--- src/logic/rcr_pkg.sv ---
// Operation
// - Each kernel clock cycle outside freeze and deep halt copies live counters to shadows and sets sync flag.
// - Reading subsecond low byte freezes all shadow bytes until date third byte read.
// - Reading time first byte also starts the freeze until date third byte read.
// - System reset restores shadows; software waits for sync flag before reading.
// - With shadow bypass set, calendar reads return live counter values.
// - No shadow updates during deep halt mode.
// - With shadow bypass, calendar reads take one extra system clock cycle.
// - Every system reset restores shadow and status registers to defaults.
// - Only power-on reset restores counters, control, prescaler and similar registers.
// - Once enabled, the clock keeps counting through non power-on resets.
// - Power-on reset stops the clock and sets all registers to reset values.
// - Subsecond registers return the synchronous prescaler counter.
// - A shift adds the 15-bit fraction field to the 16-bit prescaler counter.
// - Add-one-second in the same shift also adds a whole second.
// - Writing shift low byte starts shift, sets pending; hardware clears on completion.
// - Shadow bypass resets to zero.
package rcr_pkg;
    // ------------------------------------------------------------
    // Register map
    // ------------------------------------------------------------
    localparam logic [7:0] OFS_SS_LO  = 8'h00;
    localparam logic [7:0] OFS_SS_HI  = 8'h04;
    localparam logic [7:0] OFS_TIME1  = 8'h08;
    localparam logic [7:0] OFS_TIME2  = 8'h0C;
    localparam logic [7:0] OFS_TIME3  = 8'h10;
    localparam logic [7:0] OFS_DATE1  = 8'h14;
    localparam logic [7:0] OFS_DATE2  = 8'h18;
    localparam logic [7:0] OFS_DATE3  = 8'h1C;
    localparam logic [7:0] OFS_STATUS = 8'h20;
    localparam logic [7:0] OFS_CTRL   = 8'h24;
    localparam logic [7:0] OFS_SHF_HI = 8'h28;
    localparam logic [7:0] OFS_SHF_LO = 8'h2C;
    localparam logic [7:0] OFS_SDIV   = 8'h30;
    localparam logic [7:0] OFS_ADIV   = 8'h34;
    // ------------------------------------------------------------
    // Fields and reset values
    // ------------------------------------------------------------
    localparam int          STS_SYNC_BIT  = 0;
    localparam int          STS_PEND_BIT  = 1;
    localparam int          CTL_BYP_BIT   = 0;
    localparam int          SHH_PLUS1_BIT = 7;
    localparam logic [14:0] SDIV_RST      = 15'h00FF;
    localparam logic [6:0]  ADIV_RST      = 7'h7F;
    localparam logic [16:0] SEC_LAST      = 17'h1_517F;
    localparam logic [1:0]  RESP_OKAY     = 2'b00;
    localparam logic [1:0]  RESP_SLVERR   = 2'b10;
    // ------------------------------------------------------------
    // Types
    // ------------------------------------------------------------
    typedef enum logic [1:0] {
        RD_IDLE = 2'b00,
        RD_DATA = 2'b01,
        RD_RESP = 2'b11,
        RD_WAIT = 2'b10
    } rcr_rd_type;

    typedef struct packed {
        logic [15:0] ss;
        logic [16:0] sec;
        logic [23:0] day;
    } rcr_cal_type;

    typedef struct packed {
        logic [2:0]  ksync;
        logic [1:0]  ensync;
        logic [1:0]  hsync;
        rcr_cal_type cal;
        logic [6:0]  acnt;
        logic [14:0] sdiv;
        logic [6:0]  adiv;
        logic        bypass;
        rcr_cal_type sh;
        logic        sync_flag;
        logic        freeze;
        logic        shift_pending_flag;
        logic        add_one_second;
        logic [14:0] fraction_shift_field;
        logic        aw_have;
        logic [7:0]  awaddr;
        logic        awready;
        logic        w_have;
        logic [31:0] wdata;
        logic        wstrb0;
        logic        wready;
        logic        bvalid;
        logic [1:0]  bresp;
        logic        arready;
        rcr_rd_type  rst;
        logic [7:0]  raddr;
        logic        rvalid;
        logic [31:0] rdata;
        logic [1:0]  rresp;
    } rcr_state_type;
endpackage : rcr_pkg

--- src/logic/rcr_top.sv ---
// The placing of the registers and the AXI4-Lite interface to the registers were chosen for this implementation.
`timescale 1ns/1ps
module rcr_top (
    input  wire logic        aclk,
    input  wire logic        aresetn,
    input  wire logic        por_n,
    input  wire logic        rtc_kernel_clock,
    input  wire logic        rtc_clock_enable,
    input  wire logic        deep_halt,
    input  wire logic [7:0]  awaddr,
    input  wire logic        awvalid,
    output logic             awready,
    input  wire logic [31:0] wdata,
    input  wire logic [3:0]  wstrb,
    input  wire logic        wvalid,
    output logic             wready,
    output logic [1:0]       bresp,
    output logic             bvalid,
    input  wire logic        bready,
    input  wire logic [7:0]  araddr,
    input  wire logic        arvalid,
    output logic             arready,
    output logic [31:0]      rdata,
    output logic [1:0]       rresp,
    output logic             rvalid,
    input  wire logic        rready
);
    rcr_pkg::rcr_state_type s_q;
    rcr_pkg::rcr_state_type s_d;

    // ------------------------------------------------------------
    // Decoding helpers
    // ------------------------------------------------------------
    function automatic logic [7:0] cal_byte(input rcr_pkg::rcr_cal_type c,
                                            input logic [7:0] a);
        case (a)
            rcr_pkg::OFS_SS_LO: cal_byte = c.ss[7:0];
            rcr_pkg::OFS_SS_HI: cal_byte = c.ss[15:8];
            rcr_pkg::OFS_TIME1: cal_byte = c.sec[7:0];
            rcr_pkg::OFS_TIME2: cal_byte = c.sec[15:8];
            rcr_pkg::OFS_TIME3: cal_byte = {7'h00, c.sec[16]};
            rcr_pkg::OFS_DATE1: cal_byte = c.day[7:0];
            rcr_pkg::OFS_DATE2: cal_byte = c.day[15:8];
            rcr_pkg::OFS_DATE3: cal_byte = c.day[23:16];
            default:            cal_byte = 8'h00;
        endcase
    endfunction : cal_byte

    function automatic logic is_cal(input logic [7:0] a);
        is_cal = ({a[7:2], 2'b00} <= rcr_pkg::OFS_DATE3);
    endfunction : is_cal

    // ------------------------------------------------------------
    // Next state
    // ------------------------------------------------------------
    always_comb begin
        logic       tick;
        logic       run;
        logic       sec_inc;
        logic       wr_go;
        logic [7:0] wa;
        logic [7:0] ra;
        tick    = 1'b0;
        run     = 1'b0;
        sec_inc = 1'b0;
        wr_go   = 1'b0;
        wa      = 8'h00;
        ra      = 8'h00;
        s_d     = s_q;

        // Kernel clock, enable and halt arrive from outside this domain
        s_d.ksync  = {s_q.ksync[1:0], rtc_kernel_clock};
        s_d.ensync = {s_q.ensync[0], rtc_clock_enable};
        s_d.hsync  = {s_q.hsync[0], deep_halt};
        // Edge seen late by two cycles; fine since sysclk >= 4x kernel
        tick = s_q.ksync[1] & ~s_q.ksync[2];
        run  = tick & s_q.ensync[1];

        // Live calendar counters
        if (run) begin
            if (s_q.shift_pending_flag) begin
                s_d.cal.ss = s_q.cal.ss + {1'b0, s_q.fraction_shift_field};
                sec_inc    = s_q.add_one_second;
                s_d.shift_pending_flag = 1'b0;
            end else if (s_q.acnt == 7'h00) begin
                s_d.acnt = s_q.adiv;
                if (s_q.cal.ss == 16'h0000) begin
                    s_d.cal.ss = {1'b0, s_q.sdiv};
                    sec_inc    = 1'b1;
                end else begin
                    s_d.cal.ss = s_q.cal.ss - 16'h0001;
                end
            end else begin
                s_d.acnt = s_q.acnt - 7'h01;
            end
        end
        if (sec_inc) begin
            if (s_q.cal.sec == rcr_pkg::SEC_LAST) begin
                s_d.cal.sec = 17'h0_0000;
                s_d.cal.day = s_q.cal.day + 24'h00_0001;
            end else begin
                s_d.cal.sec = s_q.cal.sec + 17'h0_0001;
            end
        end

        // Write channel
        if (s_q.awready && awvalid) begin
            s_d.aw_have = 1'b1;
            s_d.awaddr  = awaddr;
        end
        if (s_q.wready && wvalid) begin
            s_d.w_have = 1'b1;
            s_d.wdata  = wdata;
            s_d.wstrb0 = wstrb[0];
        end
        if (s_q.bvalid && bready) begin
            s_d.bvalid = 1'b0;
        end
        wr_go = s_q.aw_have & s_q.w_have & ~s_q.bvalid;
        wa    = {s_q.awaddr[7:2], 2'b00};
        if (wr_go) begin
            s_d.aw_have = 1'b0;
            s_d.w_have  = 1'b0;
            s_d.bvalid  = 1'b1;
            s_d.bresp   = rcr_pkg::RESP_OKAY;
            if (is_cal(wa) || wa > rcr_pkg::OFS_ADIV) begin
                s_d.bresp = rcr_pkg::RESP_SLVERR;
            end else if (s_q.wstrb0) begin
                case (wa)
                    rcr_pkg::OFS_STATUS: begin
                        if (!s_q.wdata[rcr_pkg::STS_SYNC_BIT]) begin
                            s_d.sync_flag = 1'b0;
                        end
                    end
                    rcr_pkg::OFS_CTRL: begin
                        s_d.bypass = s_q.wdata[rcr_pkg::CTL_BYP_BIT];
                    end
                    rcr_pkg::OFS_SHF_HI: begin
                        // Shift fields locked while a shift is pending
                        if (!s_q.shift_pending_flag) begin
                            s_d.add_one_second = s_q.wdata[rcr_pkg::SHH_PLUS1_BIT];
                            s_d.fraction_shift_field[14:8] = s_q.wdata[6:0];
                        end
                    end
                    rcr_pkg::OFS_SHF_LO: begin
                        if (!s_q.shift_pending_flag) begin
                            s_d.fraction_shift_field[7:0] = s_q.wdata[7:0];
                            s_d.shift_pending_flag        = 1'b1;
                        end
                    end
                    rcr_pkg::OFS_SDIV: s_d.sdiv = s_q.wdata[14:0];
                    rcr_pkg::OFS_ADIV: s_d.adiv = s_q.wdata[6:0];
                    default: ;
                endcase
            end
        end

        // Read channel
        ra = {s_q.raddr[7:2], 2'b00};
        case (s_q.rst)
            rcr_pkg::RD_IDLE: begin
                if (s_q.arready && arvalid) begin
                    s_d.raddr = araddr;
                    if (s_q.bypass && is_cal(araddr)) begin
                        s_d.rst = rcr_pkg::RD_WAIT;
                    end else begin
                        s_d.rst = rcr_pkg::RD_DATA;
                    end
                end
            end
            rcr_pkg::RD_WAIT: begin
                s_d.rst = rcr_pkg::RD_DATA;
            end
            rcr_pkg::RD_DATA: begin
                s_d.rvalid = 1'b1;
                s_d.rst    = rcr_pkg::RD_RESP;
                s_d.rresp  = rcr_pkg::RESP_OKAY;
                s_d.rdata  = 32'h0000_0000;
                if (is_cal(ra)) begin
                    if (s_q.bypass) begin
                        s_d.rdata[7:0] = cal_byte(s_q.cal, ra);
                    end else begin
                        s_d.rdata[7:0] = cal_byte(s_q.sh, ra);
                    end
                    if (ra == rcr_pkg::OFS_SS_LO) begin
                        s_d.freeze = 1'b1;
                    end
                    if (ra == rcr_pkg::OFS_TIME1) begin
                        s_d.freeze = 1'b1;
                    end
                    if (ra == rcr_pkg::OFS_DATE3) begin
                        s_d.freeze = 1'b0;
                    end
                end else begin
                    case (ra)
                        rcr_pkg::OFS_STATUS: begin
                            s_d.rdata[rcr_pkg::STS_SYNC_BIT] = s_q.sync_flag;
                            s_d.rdata[rcr_pkg::STS_PEND_BIT] = s_q.shift_pending_flag;
                        end
                        rcr_pkg::OFS_CTRL: s_d.rdata[rcr_pkg::CTL_BYP_BIT] = s_q.bypass;
                        rcr_pkg::OFS_SHF_HI: begin
                            s_d.rdata[7:0] = {s_q.add_one_second,
                                              s_q.fraction_shift_field[14:8]};
                        end
                        rcr_pkg::OFS_SHF_LO: s_d.rdata[7:0] = s_q.fraction_shift_field[7:0];
                        rcr_pkg::OFS_SDIV:   s_d.rdata[14:0] = s_q.sdiv;
                        rcr_pkg::OFS_ADIV:   s_d.rdata[6:0] = s_q.adiv;
                        default:             s_d.rresp = rcr_pkg::RESP_SLVERR;
                    endcase
                end
            end
            rcr_pkg::RD_RESP: begin
                if (rready) begin
                    s_d.rvalid = 1'b0;
                    s_d.rst    = rcr_pkg::RD_IDLE;
                end
            end
            default: s_d.rst = rcr_pkg::RD_IDLE;
        endcase

        // Shadow copy; set placed after software clear so the set wins
        // Next freeze used: a copy in the cycle of the opening read would tear the sequence
        if (tick && !s_d.freeze && !s_q.hsync[1]) begin
            s_d.sh        = s_d.cal;
            s_d.sync_flag = 1'b1;
        end

        s_d.awready = ~s_d.aw_have & ~s_d.bvalid;
        s_d.wready  = ~s_d.w_have & ~s_d.bvalid;
        s_d.arready = (s_d.rst == rcr_pkg::RD_IDLE);

        // System reset: counters keep running, shadows and status cleared
        if (!aresetn) begin
            s_d.sh        = '0;
            s_d.sync_flag = 1'b0;
            s_d.freeze    = 1'b0;
            s_d.shift_pending_flag = 1'b0;
            s_d.aw_have   = 1'b0;
            s_d.w_have    = 1'b0;
            s_d.awready   = 1'b0;
            s_d.wready    = 1'b0;
            s_d.bvalid    = 1'b0;
            s_d.bresp     = rcr_pkg::RESP_OKAY;
            s_d.arready   = 1'b0;
            s_d.rst       = rcr_pkg::RD_IDLE;
            s_d.rvalid    = 1'b0;
            s_d.rdata     = 32'h0000_0000;
            s_d.rresp     = rcr_pkg::RESP_OKAY;
        end
        // Power-on reset holds the clock stopped with everything cleared except the prescalers, which load SDIV_RST and ADIV_RST
        if (!por_n) begin
            s_d        = '0;
            s_d.sdiv   = rcr_pkg::SDIV_RST;
            s_d.adiv   = rcr_pkg::ADIV_RST;
        end
    end

    always_ff @(posedge aclk) begin
        s_q <= s_d;
    end

    assign awready = s_q.awready;
    assign wready  = s_q.wready;
    assign bvalid  = s_q.bvalid;
    assign bresp   = s_q.bresp;
    assign arready = s_q.arready;
    assign rvalid  = s_q.rvalid;
    assign rdata   = s_q.rdata;
    assign rresp   = s_q.rresp;
endmodule : rcr_top

--- config.mk ---
export PLATFORM = sky130hd
export DESIGN_NAME = rcr_top
export DESIGN_NICKNAME = d
export VERILOG_FILES = /design/src/logic/rcr_pkg.sv /design/src/logic/rcr_top.sv
export SDC_FILE = /design/constraint.sdc
export NUM_CORES = 1
export LEC_CHECK = 0
export BUFFER_PORTS_ARGS = -buffer_cell sky130_fd_sc_hd__buf_4
export CORE_MARGIN = 2
export CORE_UTILIZATION = 25
export DETAILED_ROUTE_END_ITERATION = 10
export PLACE_DENSITY_LB_ADDON = 0.2
export SLEW_MARGIN = 0
export SYNTH_ARGS = -nofsm -noshare
export SYNTH_HDL_FRONTEND = slang
export SYNTH_SLANG_ARGS = --single-unit
--- constraint.sdc ---
create_clock -name aclk -period 3.5 [get_ports aclk]
set_input_delay 0.175 -clock aclk [delete_from_list [all_inputs] [get_ports aclk]]
set_output_delay 0.175 -clock aclk [all_outputs]
set_load 0.02 [all_outputs]
; ---- Word-level counts from Yosys, hierarchy flattened
; Cells that the tools add are included.
[op_classes]
n_lt_le_gt_ge = 4
bitwise = 13
addsub = 5
n_eq_ne = 26
mux = 57
reduce_logical = 30
[ops]
columns = cell, count
row1 = 8-bit one-hot mux with 8 select lines, 2
row2 = 6-bit by 4-bit equality test with 1-bit output (second input constant), 12
row3 = 16-bit two-way mux, 4
row4 = 17-bit two-way mux, 3
row5 = 8-bit two-way mux, 6
row6 = 41-bit two-way mux, 1
row7 = 34-bit two-way mux, 1
row8 = 24-bit by 1-bit adder with 24-bit output (second input constant), 1
row9 = 6-bit by 3-bit equality test with 1-bit output (second input constant), 4
row10 = 8-bit by 5-bit <= comparator with 1-bit output (second input constant), 3
row11 = 24-bit two-way mux, 1
row12 = 1-bit two-way mux, 21
row13 = 7-bit two-way mux, 3
row14 = 5-bit one-hot mux with 4 select lines, 1
row15 = 18-bit two-way mux, 1
row16 = 17-bit by 1-bit adder with 17-bit output (second input constant), 1
row17 = 17-bit equality test (second input constant), 1
row18 = 16-bit by 15-bit adder with 16-bit output, 1
row19 = 16-bit logical NOT, 1
row20 = 16-bit by 1-bit subtractor with 16-bit output (second input constant), 1
row21 = 5-bit AND reduction, 3
row22 = 6-bit by 2-bit equality test with 1-bit output (second input constant), 2
row23 = 4-bit AND reduction, 3
row24 = 10-bit two-way mux, 1
row25 = 26 further kinds, 57
[totals]
wordCells = 169
input_bits = 63
out_inout_bits = 41
register_bits = 247

; ---- Logic depth before layout (Yosys ltp)
; Gate-level depths: netlist (run 1).
[depth]
ltp_word = 11
ltp_mapped = 10
ltp_nobuf = 9

; ---- Worst setup path before layout (run 1)
; Ideal clock, no wire load.
[synth_timing]
path_type = register -> register
from = reg s_q[242] (netlist name)
to = reg s_q[168] (netlist name)
path_buffers = 1
stages_incl_launch_ff = 10
required_time_ns = 3.383
setup_time_ns = 0.117
period_less_slack_ns = 2.512
arrival_ns = 2.395
slack_ns = 0.988
cell_sequence = dfxtp_1 -> inv_1 -> ha_1 -> or3b_1 -> or4_1 -> buf_2 -> or2_0 -> a31oi_1 -> o211ai_1 -> a32o_1
[synth_between]
elab_chain_cells = 5
elab_cells_between_ends = 7
classes_between = add/sub (2) / mux (4) / reduce/logical (1)
[synth_lines]
columns = element, line_no
row1 = from (decl), rcr_top.sv:28  ; rcr_pkg::rcr_state_type s_q;
row2 = from (signal assigned), rcr_top.sv:259  ; s_q <= s_d;
row3 = 16-bit by 1-bit subtractor with 16-bit output / 16-bit logical NOT (equally long branches), "rcr_top.sv:91, rcr_top.sv:87"
row4 = 16-bit two-way mux, rcr_top.sv:87  ; if (s_q.cal.ss == 16'h0000) begin
row5 = 16-bit two-way mux, rcr_top.sv:85  ; end else if (s_q.acnt == 7'h00) begin
row6 = 16-bit two-way mux (*), rcr_top.sv:81  ; if (s_q.shift_pending_flag) begin
row7 = 16-bit two-way mux (*), rcr_top.sv:80  ; if (run) begin
; Mark *: on every way between the ends. The rest lies on a longest branch, timed or not.
; A chain may end at the register's enable or synchronous reset.

; ---- Worst setup path after layout (run 1)
[layout_timing]
from = reg s_q[241] (netlist name)
to = reg s_q[157] (netlist name)
; Same word-level chain as after synthesis.

==> metrics.md, run 1 <==
| Metric | Value |
|---|---|
| Initial antenna violation count | 2 |
| Worst setup SP type | flop |
| Final wirelength | 40.10 mm |
| F_max | around 0.33 GHz |
| Largest net degree at the start of global routing | 62 |
| RSZ-0062 raised after global routing | no |
| I/O pins | roughly 100 |
| Sequential fraction of the synthesis area | between 30% and 40% |
| Crit share post-route | between 80% and 90% |
| Mean Syn Cell Area | 8.233 µm² |
| GRT Residual Overflow | 0 |
| Inst Count DP | around 1.9k |
| Non-Filler Instances | 2,038 |
| Root Buffer | clkbuf_16 |
| Final Net Count | ~1.5k |
| TritonCTS clock tree | done |
| DR WL/cell | a little under 20 µm |
| Part of the power in registers | between 40% and 50% |
| First-pass GRT wire length | slightly above 60 mm |
| Final min period | slightly above 3000 ps |
| Worst Hold Depth | 5 |
| DRC | 0 |
| Synth Flop Type | dfxtp_1 |
| CP bufs+invs | 1 |
| Total number of vias | between 10k and 15k |
| # diodes | 0 |
| Most common library cells after synthesis | dfxtp_1 (224), nand2_1 (175), a21oi_1 (118) |
| Via density per instance | 5.062 |
| ANT nets after route | 0 |
| Syn Std Cell Area | ~0.011 mm² |
| Crit. End Element | flop |
| Family with the most delay on the worst path | simple AND/OR/NAND/NOR gates |
| Worst skew pair latency | 560 ps |
| PwrDens | roughly 430 mW/mm² |
| Gp weighted congestion | approximately 0.91 |
| Status | completed |
| TritonCTS Buffers | 27 |
| Worst R2R Path Depth | 7 |
| Sw frac | ~24% |
| Leak | 4.859 nW |
| Comb pwr share | under 10% |
| Final setup fails | 0 |
| Slowest CP cell | or4_1 |
| Pint | approximately 4.4 mW |
| Most common cell in the netlist | dfxtp_1 |
| Yosys reg bits | approximately 220 |
| Clock Power Share | between 40% and 50% |
| Setup Crit Path Kind | flop to flop |
| FILL cells | around 4.8k |
| CP Depth | 7 |
| Reg-to-reg slack, setup | 480 ps |
| Clock transition at the registers of the reported paths | 60 ps |
| CTS max path bufs | 3 |
| DIE WIDTH | roughly 220 µm |
| Detail Placement HPWL | between 20 and 30 mm |
| Rows | between 70 and 80 |
| 1st-pass router iterations | 5 |
| EDFF count, synth | 0 |
| Setup TNS | 0 ps |
| Cell variety after synth | between 80 and 90 |
| Core area | 0.04432 mm² |
| Worst-Margin Slew | approximately 1100 ps |
| Hold Path Class | input port to flop |
| Vias in the first global route | 10.14k |
| Slew HR | between 20 and 30% |
| H-tree levels | 1 |
| Total GRT Usage | between 15 and 20% |
| Cells after synthesis | about 1.4k |
| Post-Route Utilization | a little under a third |
| Critical path data arrival time | approximately 3400 ps |
| Area contributors post-synth | dfxtp_1 (40%), nand2_1 (5.8%), a21oi_1 (5.2%) |
| Max Fanout on Critical Path | 7 |
| Num Clock Sinks | ~220 |
| Die area | between 0.04 and 0.05 mm² |
| Fraction of layout cells with a size suffix above 1 | a little over an eighth |
| Share of synthesized flip-flops with an asynchronous set or reset | 0% |
| Top cell type's share of synthesized area | about two fifths |
| Clock Skew | 18.05 ps |
| Setup Fix Bufs, Post-CTS | 0 |
| Max Cap Viol | 0 |
| Crit path largest cell delay | roughly 750 ps |
| Starting Density | approximately 25% |
| WP data required | between 3000 and 4000 ps |
| Synth-to-Final Area Change | 20.03% |
| Number of port buffers | 60 |
| Final-report hold violation count | 0 |
| Final slew viol count | 0 |
| Chip Height | 216.2 µm |
| CP Cell Sequence | inv_1 > ha_1 > or3b_1 > or4_1 > a221o_1 > a32oi_1 > a21oi_1 |
| Switch Pwr | 1.408 mW |
| Cell taking the most area after synthesis | dfxtp_1 |
| YS warnings | 0 |
| Initial DRC Count | ~890 |
| Peak VDD IR | approximately 380 µV |
[layout by cell type (no fill, tap or decap), drive strengths merged, types with 13 or more instances in the layout]
cell and n:
nand3 45, dfxtp 224, clkbuf 41, and2 24, nor3 33, o21ai 98
conb 19, xnor2 30, a31oi 17, nor2 115, ha 19, mux2i 37
dlygate4sd3 42, nor4 20, buf 108, nand4 21, a22oi 46, nor4b 13
a21oi 118, a221oi 14, nand2 175
[routing by layer]
layer	vias to the layer above	global-route usage, %	share of wire (%)
met3	65	2.989	5.5
met1	4955	22.63	46
met4	2	5.365	2.9
met2	298	27.59	45
li1	4996	-	-
met5	-	0	0.025
[state kept, by name (all words and copies together) (netlist names)]
register,cells
s_q,202
rdata,15
arready,1
awready,1
bresp,1
bvalid,1
rresp,1
rvalid,1
wready,1
[what timing repair did]
item,in CTS,in global routing
hold buffers,42,0
endpoints found under the hold margin,54,0
resized for setup,0,0
setup endpoints to repair,0,0
[through the flow]
step	instance area [µm²]	worst slack [ps]	hold slack (ps)	power, mW
2_1_floorplan	11320	987.7	302.3	2.898
3_3_place_gp	12200	480.6	413.5	3.020
3_5_place_dp	12200	501.8	418.3	3.020
4_1_cts	13510	475.6	31.82	5.897
5_1_grt	13510	336.5	89.76	6.042
6_report	13510	483.2	51.56	5.837
[worst register-to-register path: stages, from the launching register on]
cell and delay (ps):
dfxtp_1 310, inv_1 100, ha_1 240, or3b_1 500
or4_1 750, a221o_1 370, a32oi_1 480, a21oi_1 130
[logic make-up (layout without fill, tap and decap cells)]
family	count (synthesis)	count (layout)	share of synthesized area (%)
fa+ha+maj	20	20	2.290
other cells	1	19	0.03332
flops	224	224	39.84
xor+xnor	40	40	3.113
mux	45	45	4.291
simple gates	519	519	23.56
buf+inv	149	210	6.481
compound gates	369	369	20.39
[layout make-up]
class | count | area [µm²] | area share [%]
Clock buffer | 41 | 788.3 | 5.835
Clock inverter | 7 | 100.1 | 0.7409
Inverter | 12 | 46.29 | 0.3427
Multi-Input combinational cell | 1012 | 6118 | 45.29
Sequential cell | 224 | 4484 | 33.19
Tap cell | 592 | 740.7 | 5.483
Timing Repair Buffer | 150 | 1231 | 9.114
[path summary, 6_finish.rpt]
kind | startpoint | end
min reg2reg | s_q[257] | s_q[258]
min | arvalid | s_q[44]
max | s_q[241] | s_q[157]
max reg2reg | s_q[241] | s_q[157]
[power groups by stage]
stage	logic, mW	clock network [mW]	registers, mW
finish	0.390	2.83	2.61
global route	0.426	3.00	2.62
CTS	0.390	2.90	2.61
detailed placement	0.353	0	2.67
global placement	0.353	0	2.67
floorplan	0.242	0	2.66
Note: power is estimated with default switching activity, not from simulation.
==> run 2, diff against run 1 <==
TNS_END_PERCENT = 5   (was default)
clock period = 3.3 ns   (was 3.5 ns; I/O delays follow)
==> metrics.md, run 2 (synthesis gave the netlist of run 1 again) <==
| Metric | Value |
|---|---|
| Final-report hold violation count | 0 (unchanged) |
| Slew HR | 26.82% (-1.4 points) |
| Final min period | 2873 ps (-144.0 ps) |
| Worst Hold Depth | 5 (unchanged) |
| First-pass GRT wire length | 61.29 mm (-0.17%) |
| Post-Place Worst Slack | 506.8 ps (+4.973 ps) |
| Initial antenna violation count | 2 (unchanged) |
| Die area | 0.04673 mm² (unchanged) |
| ANT nets after route | 0 (unchanged) |
| RSZ-0062 raised after global routing | no |
| H-tree levels | 1 (unchanged) |
| CTS max path bufs | 3 (unchanged) |
| Max Fanout on Critical Path | 10 (+3) |
| Num Clock Sinks | 224 (unchanged) |
| TritonCTS clock tree | done |
| WP data required | 3740 ps (-170 ps) |
| Clock transition at the registers of the reported paths | 60 ps (about the same) |
| Hold Path Class | input port to flop |
| Most frequent cells in the layout | dfxtp_1 (224), nand2_1 (175), a21oi_1 (118), nor2_1 (115), buf_4 (111) |
| Synth-to-Final Area Change | 20.63% |
| Starting Density | 25.40% (unchanged) |
| Worst-Margin Slew | 1089 ps (+20.11 ps) |
| Fraction of layout cells with a size suffix above 1 | 13.57% (+0.57 points) |
| DIE WIDTH | 216.2 µm (unchanged) |
| DRC | 0 (unchanged) |
| Commonest non-fill, non-tap cell in the layout | dfxtp_1 |
| Vias in the first global route | 9,909 (-2.2%) |
| Root Buffer | clkbuf_16 |
| Setup Fix Bufs, Post-CTS | 0 (unchanged) |
| Setup Crit Path Kind | flop to flop |
| Peak VDD IR | 358.3 µV (-5.5%) |
| Most flops, register | s_q |
| Final setup fails | 0 (unchanged) |
| Final Net Count | 1,515 (+0.33%) |
| Rows | 77 (unchanged) |
| Post-Route Utilization | 30.64% (+0.15 points) |
| Chip Height | 216.2 µm (unchanged) |
| GRT Residual Overflow | 0 (unchanged) |
| Detail Placement HPWL | 29.51 mm (+0.27%) |
| Worst setup SP type | flop |
| Status | completed |
| Leak | 4.909 nW (+1.0%) |
| TritonCTS Buffers | 27 (unchanged) |
| 1st-pass router iterations | 5 (unchanged) |
| Crit share post-route | 87.05% (+0.86 points) |
| # diodes | 0 (unchanged) |
| DR WL/cell | 19.65 µm (-0.15%) |
| PwrDens | 454.6 mW/mm² (+5.2%) |
| Largest net degree at the start of global routing | 63 (+1.6%) |
| Worst skew pair latency | 560 ps (about the same) |
| Via density per instance | 5.055 (-0.13%) |
| Crit. End Element | flop |
| Gp weighted congestion | 0.8912 (-1.7%) |
| Largest register FFs | 202 (unchanged) |
| Number of port buffers | 60 (unchanged) |
| Power after layout | 6.172 mW (+5.7%) |
| Post-CTS sizing | 0 (unchanged) |
| Final wirelength | 40.16 mm (+0.15%) |
| Max Cap Viol | 0 (unchanged) |
| Worst R2R Path Depth | 8 (+1) |
| Core area | 0.04432 mm² (unchanged) |
| Setup TNS | 0 ps (unchanged) |
| Final slew viol count | 0 (unchanged) |
| I/O pins | 104 (unchanged) |
| Fin worst setup slack | 427.2 ps (-56.01 ps) |
| Total GRT Usage | 16.74% (-0.17 points) |
| Total number of vias | 10.33k (+0.16%) |
| Critical path data arrival time | 3310 ps (-120 ps) |
| Initial DRC Count | 705 (-21%) |
| F_max | 0.3481 GHz (+5.0%) |
| Clock Skew | 21.51 ps (+3.458 ps) |
[run 2: changes by cell type in the layout (fill, tap and decap cells not counted), sizes merged]
cell | before | now
buf | 108 | 113
bufinv | 2 | 1
clkbuf | 41 | 40
clkinv | 5 | 7
inv | 12 | 13
[run 2: where the power goes]
part	switching, mW	internal [mW]	total [mW]
combinational	0.252	0.162	0.415
clock	1.22	1.77	2.99
sequential	0.0309	2.74	2.77
[run 2: path summary, 6_finish.rpt]
kind                 start  endpoint  slack, ps
hold / removal     arvalid   s_q[44]         30
hold reg to reg   s_q[259]  s_q[260]        430
setup reg to reg  s_q[241]  s_q[168]        430
setup / recovery  s_q[241]  s_q[168]        430
[run 2: critical path, stage by stage (launching register included)]
cell and delay [ps]:
dfxtp_1 310, inv_1 100, ha_1 240, or3b_1 440, or4_1 780, or2_0 300
a31oi_1 190, o211ai_1 150, a32o_1 240
[run 2: layer usage]
metal,up-vias,GRT usage [%],routed length (µm)
met5,-,0,12
met4,2,5.320,1226
met3,61,2.133,1960
met2,291,28.04,18830
met1,4978,22.31,18130
li1,5001,-,-
[run 2: layout make-up]
type                       count  area, µm²
clock inverter                 9      88.84
multi-input combinational   1012       6118
inverter                      12      46.29
timing repair buffer         155       1294
fill                        4830      30740
tap                          592      740.7
sequential                   224       4484
clock buffer                  40      804.5
[run 2: stage by stage]
stage                     std cells  hold WS (ps)  instance area [µm²]
final                          2044         32.52                13580
after global routing           2044         91.21                13580
after CTS                      2044         19.06                13580
after detailed placement       1953         400.8                12260
after global placement         1953         401.4                12260
after floorplan                1385         292.3                11320
[run 2: repair_timing]
action / CTS / global route
hold endpoints to repair: 54 / 0
hold buffers: 42 / 0
endpoints found under the setup margin: 0 / 0
==> run 3, diff against run 2 <==
CORE_ASPECT_RATIO = 2   (was default)
==> metrics.md, run 3 (synthesis gave the netlist of run 1 again) <==
| Metric | Value |
|---|---|
| Crit share post-route | 88.11% (+1.1 points) |
| Die area | 0.04683 mm² (+0.22%) |
| Final-report hold violation count | 0 (unchanged) |
| Final wirelength | 39.21 mm (-2.4%) |
| Clock transition at the registers of the reported paths | 60 ps (about the same) |
| Crit. End Element | flop |
| Status | completed |
| Worst Hold Depth | 4 (-1) |
| Most frequent cells in the layout | dfxtp_1 (224), nand2_1 (175), a21oi_1 (118), nor2_1 (115), buf_4 (109) |
| Final slew viol count | 0 (unchanged) |
| DRC | 0 (unchanged) |
| Commonest non-fill, non-tap cell in the layout | dfxtp_1 |
| Final Net Count | 1,510 (-0.33%) |
| GRT Residual Overflow | 0 (unchanged) |
| Clock Skew | 10.57 ps (-10.94 ps) |
| TritonCTS clock tree | done |
| PwrDens | 442.6 mW/mm² (-2.6%) |
| Fraction of layout cells with a size suffix above 1 | 12.69% (-0.88 points) |
| Non-Filler Instances | 2,002 (-2.1%) |
| # diodes | 0 (unchanged) |
| Final setup fails | 0 (unchanged) |
| Largest net degree at the start of global routing | 89 (+41%) |
| Worst setup SP type | flop |
| Final min period | 2908 ps (+34.83 ps) |
| Core area | 0.04473 mm² (+0.93%) |
| Rows | 110 (+43%) |
| Initial antenna violation count | 1 (-1) |
| Power after layout | 5.918 mW (-4.1%) |
| Gp weighted congestion | 0.9331 (+4.7%) |
| Initial DRC Count | 564 (-20%) |
| Num Clock Sinks | 224 (unchanged) |
| Chip Height | 304.1 µm (+41%) |
| H-tree levels | 1 (unchanged) |
| Peak VDD IR | 317.3 µV (-11%) |
| Post-Route Utilization | 29.89% (-0.74 points) |
| Hold Path Class | input port to flop |
| Leak | 4.815 nW (-1.9%) |
| Max Cap Viol | 0 (unchanged) |
| ANT nets after route | 0 (unchanged) |
| WP data required | 3700 ps (-40 ps) |
| FILL cells | 4,799 (-0.64%) |
| Inst Count DP | 1,917 (-1.8%) |
| Max Fanout on Critical Path | 32 (+22) |
| RSZ-0062 raised after global routing | no |
| Starting Density | 25.16% (-0.23 points) |
| Total GRT Usage | 16.50% (-0.24 points) |
| Setup Crit Path Kind | flop to flop |
| Via density per instance | 5.100 (+0.88%) |
| CTS max path bufs | 3 (unchanged) |
| F_max | 0.3439 GHz (-1.2%) |
| 1st-pass router iterations | 5 (unchanged) |
| Most flops, register | s_q |
| Critical path data arrival time | 3310 ps (about the same) |
| Synth-to-Final Area Change | 18.80% |
| Worst-Margin Slew | 1158 ps (+68.73 ps) |
| Worst skew pair latency | 540 ps (-20 ps) |
| Vias in the first global route | 9,945 (+0.36%) |
| DIE WIDTH | 154.0 µm (-29%) |
| Slew HR | 22.79% (-4.0 points) |
| First-pass GRT wire length | 60.43 mm (-1.4%) |
| Total number of vias | 10.21k (-1.2%) |
| Worst R2R Path Depth | 10 (+2) |
| Setup TNS | 0 ps (unchanged) |
| TritonCTS Buffers | 25 (-7.4%) |
| Detail Placement HPWL | 28.65 mm (-2.9%) |
| WHS | 197.2 ps (+164.7 ps) |
| Largest register FFs | 202 (unchanged) |
| Number of port buffers | 60 (unchanged) |
| DR WL/cell | 19.58 µm (-0.32%) |
| Root Buffer | clkbuf_16 |
| I/O pins | 104 (unchanged) |
| Post-CTS sizing | 0 (unchanged) |
==> run 3: routing by layer <==
| layer | up-vias | GRT usage [%] | wire length (µm) |
|---|---|---|---|
| met5 | - | 0 | 0 |
| met4 | 0 | 5.129 | 1072 |
| met3 | 59 | 1.652 | 1600 |
| met2 | 264 | 26.95 | 18170 |
| met1 | 4892 | 22.88 | 18370 |
| li1 | 4995 | - | - |
==> run 3: final timing paths <==
path | startpoint | slack [ps] | end
max | s_q[242] | 390 | s_q[144]
min | aresetn | 200 | s_q[111]
max reg2reg | s_q[242] | 390 | s_q[144]
min reg2reg | s_q[261] | 430 | s_q[262]
==> run 3: layout make-up <==
class / instances / area, µm² / area share [%]
multi-input cells: 1012 / 6120 / 45.77
flip-flops and latches: 224 / 4484 / 33.54
repair buffers: 152 / 1249 / 9.339
well taps: 560 / 700.7 / 5.241
clock buffers: 36 / 686.9 / 5.138
clock inverters: 6 / 83.83 / 0.6270
inverters: 12 / 46.29 / 0.3462
==> run 3: timing repair <==
action / in CTS / in global routing
buffers inserted: 0 / 0
endpoints found under the hold margin: 39 / 0
hold buffers: 43 / 0
==> run 3: stage by stage <==
step / setup slack (ps) / instance area, µm²
2_1_floorplan: 787.7 / 11320
3_3_place_gp: 409.5 / 12170
3_5_place_dp: 403.0 / 12170
4_1_cts: 394.6 / 13370
5_1_grt: 111.6 / 13370
6_report: 392.4 / 13370
==> run 3: report_power, final <==
part           switching [mW]  total, mW  leakage (nW)  internal [mW]
registers              0.0311       2.77          1.81           2.74
logic                   0.254      0.414          2.63          0.161
clock network            1.14       2.74         0.378           1.59
total                    1.43       5.92          4.82           4.49
==> run 3: worst max-delay path, cell delays in order, from the launching register on <==
cell and delay, ps:
dfxtp_1 310, inv_1 120, ha_1 230, or3b_1 380, buf_4 170, nor4_4 350, a32oi_2 200, buf_4 300
nor4b_1 420, xnor2_1 180, o21ai_0 100
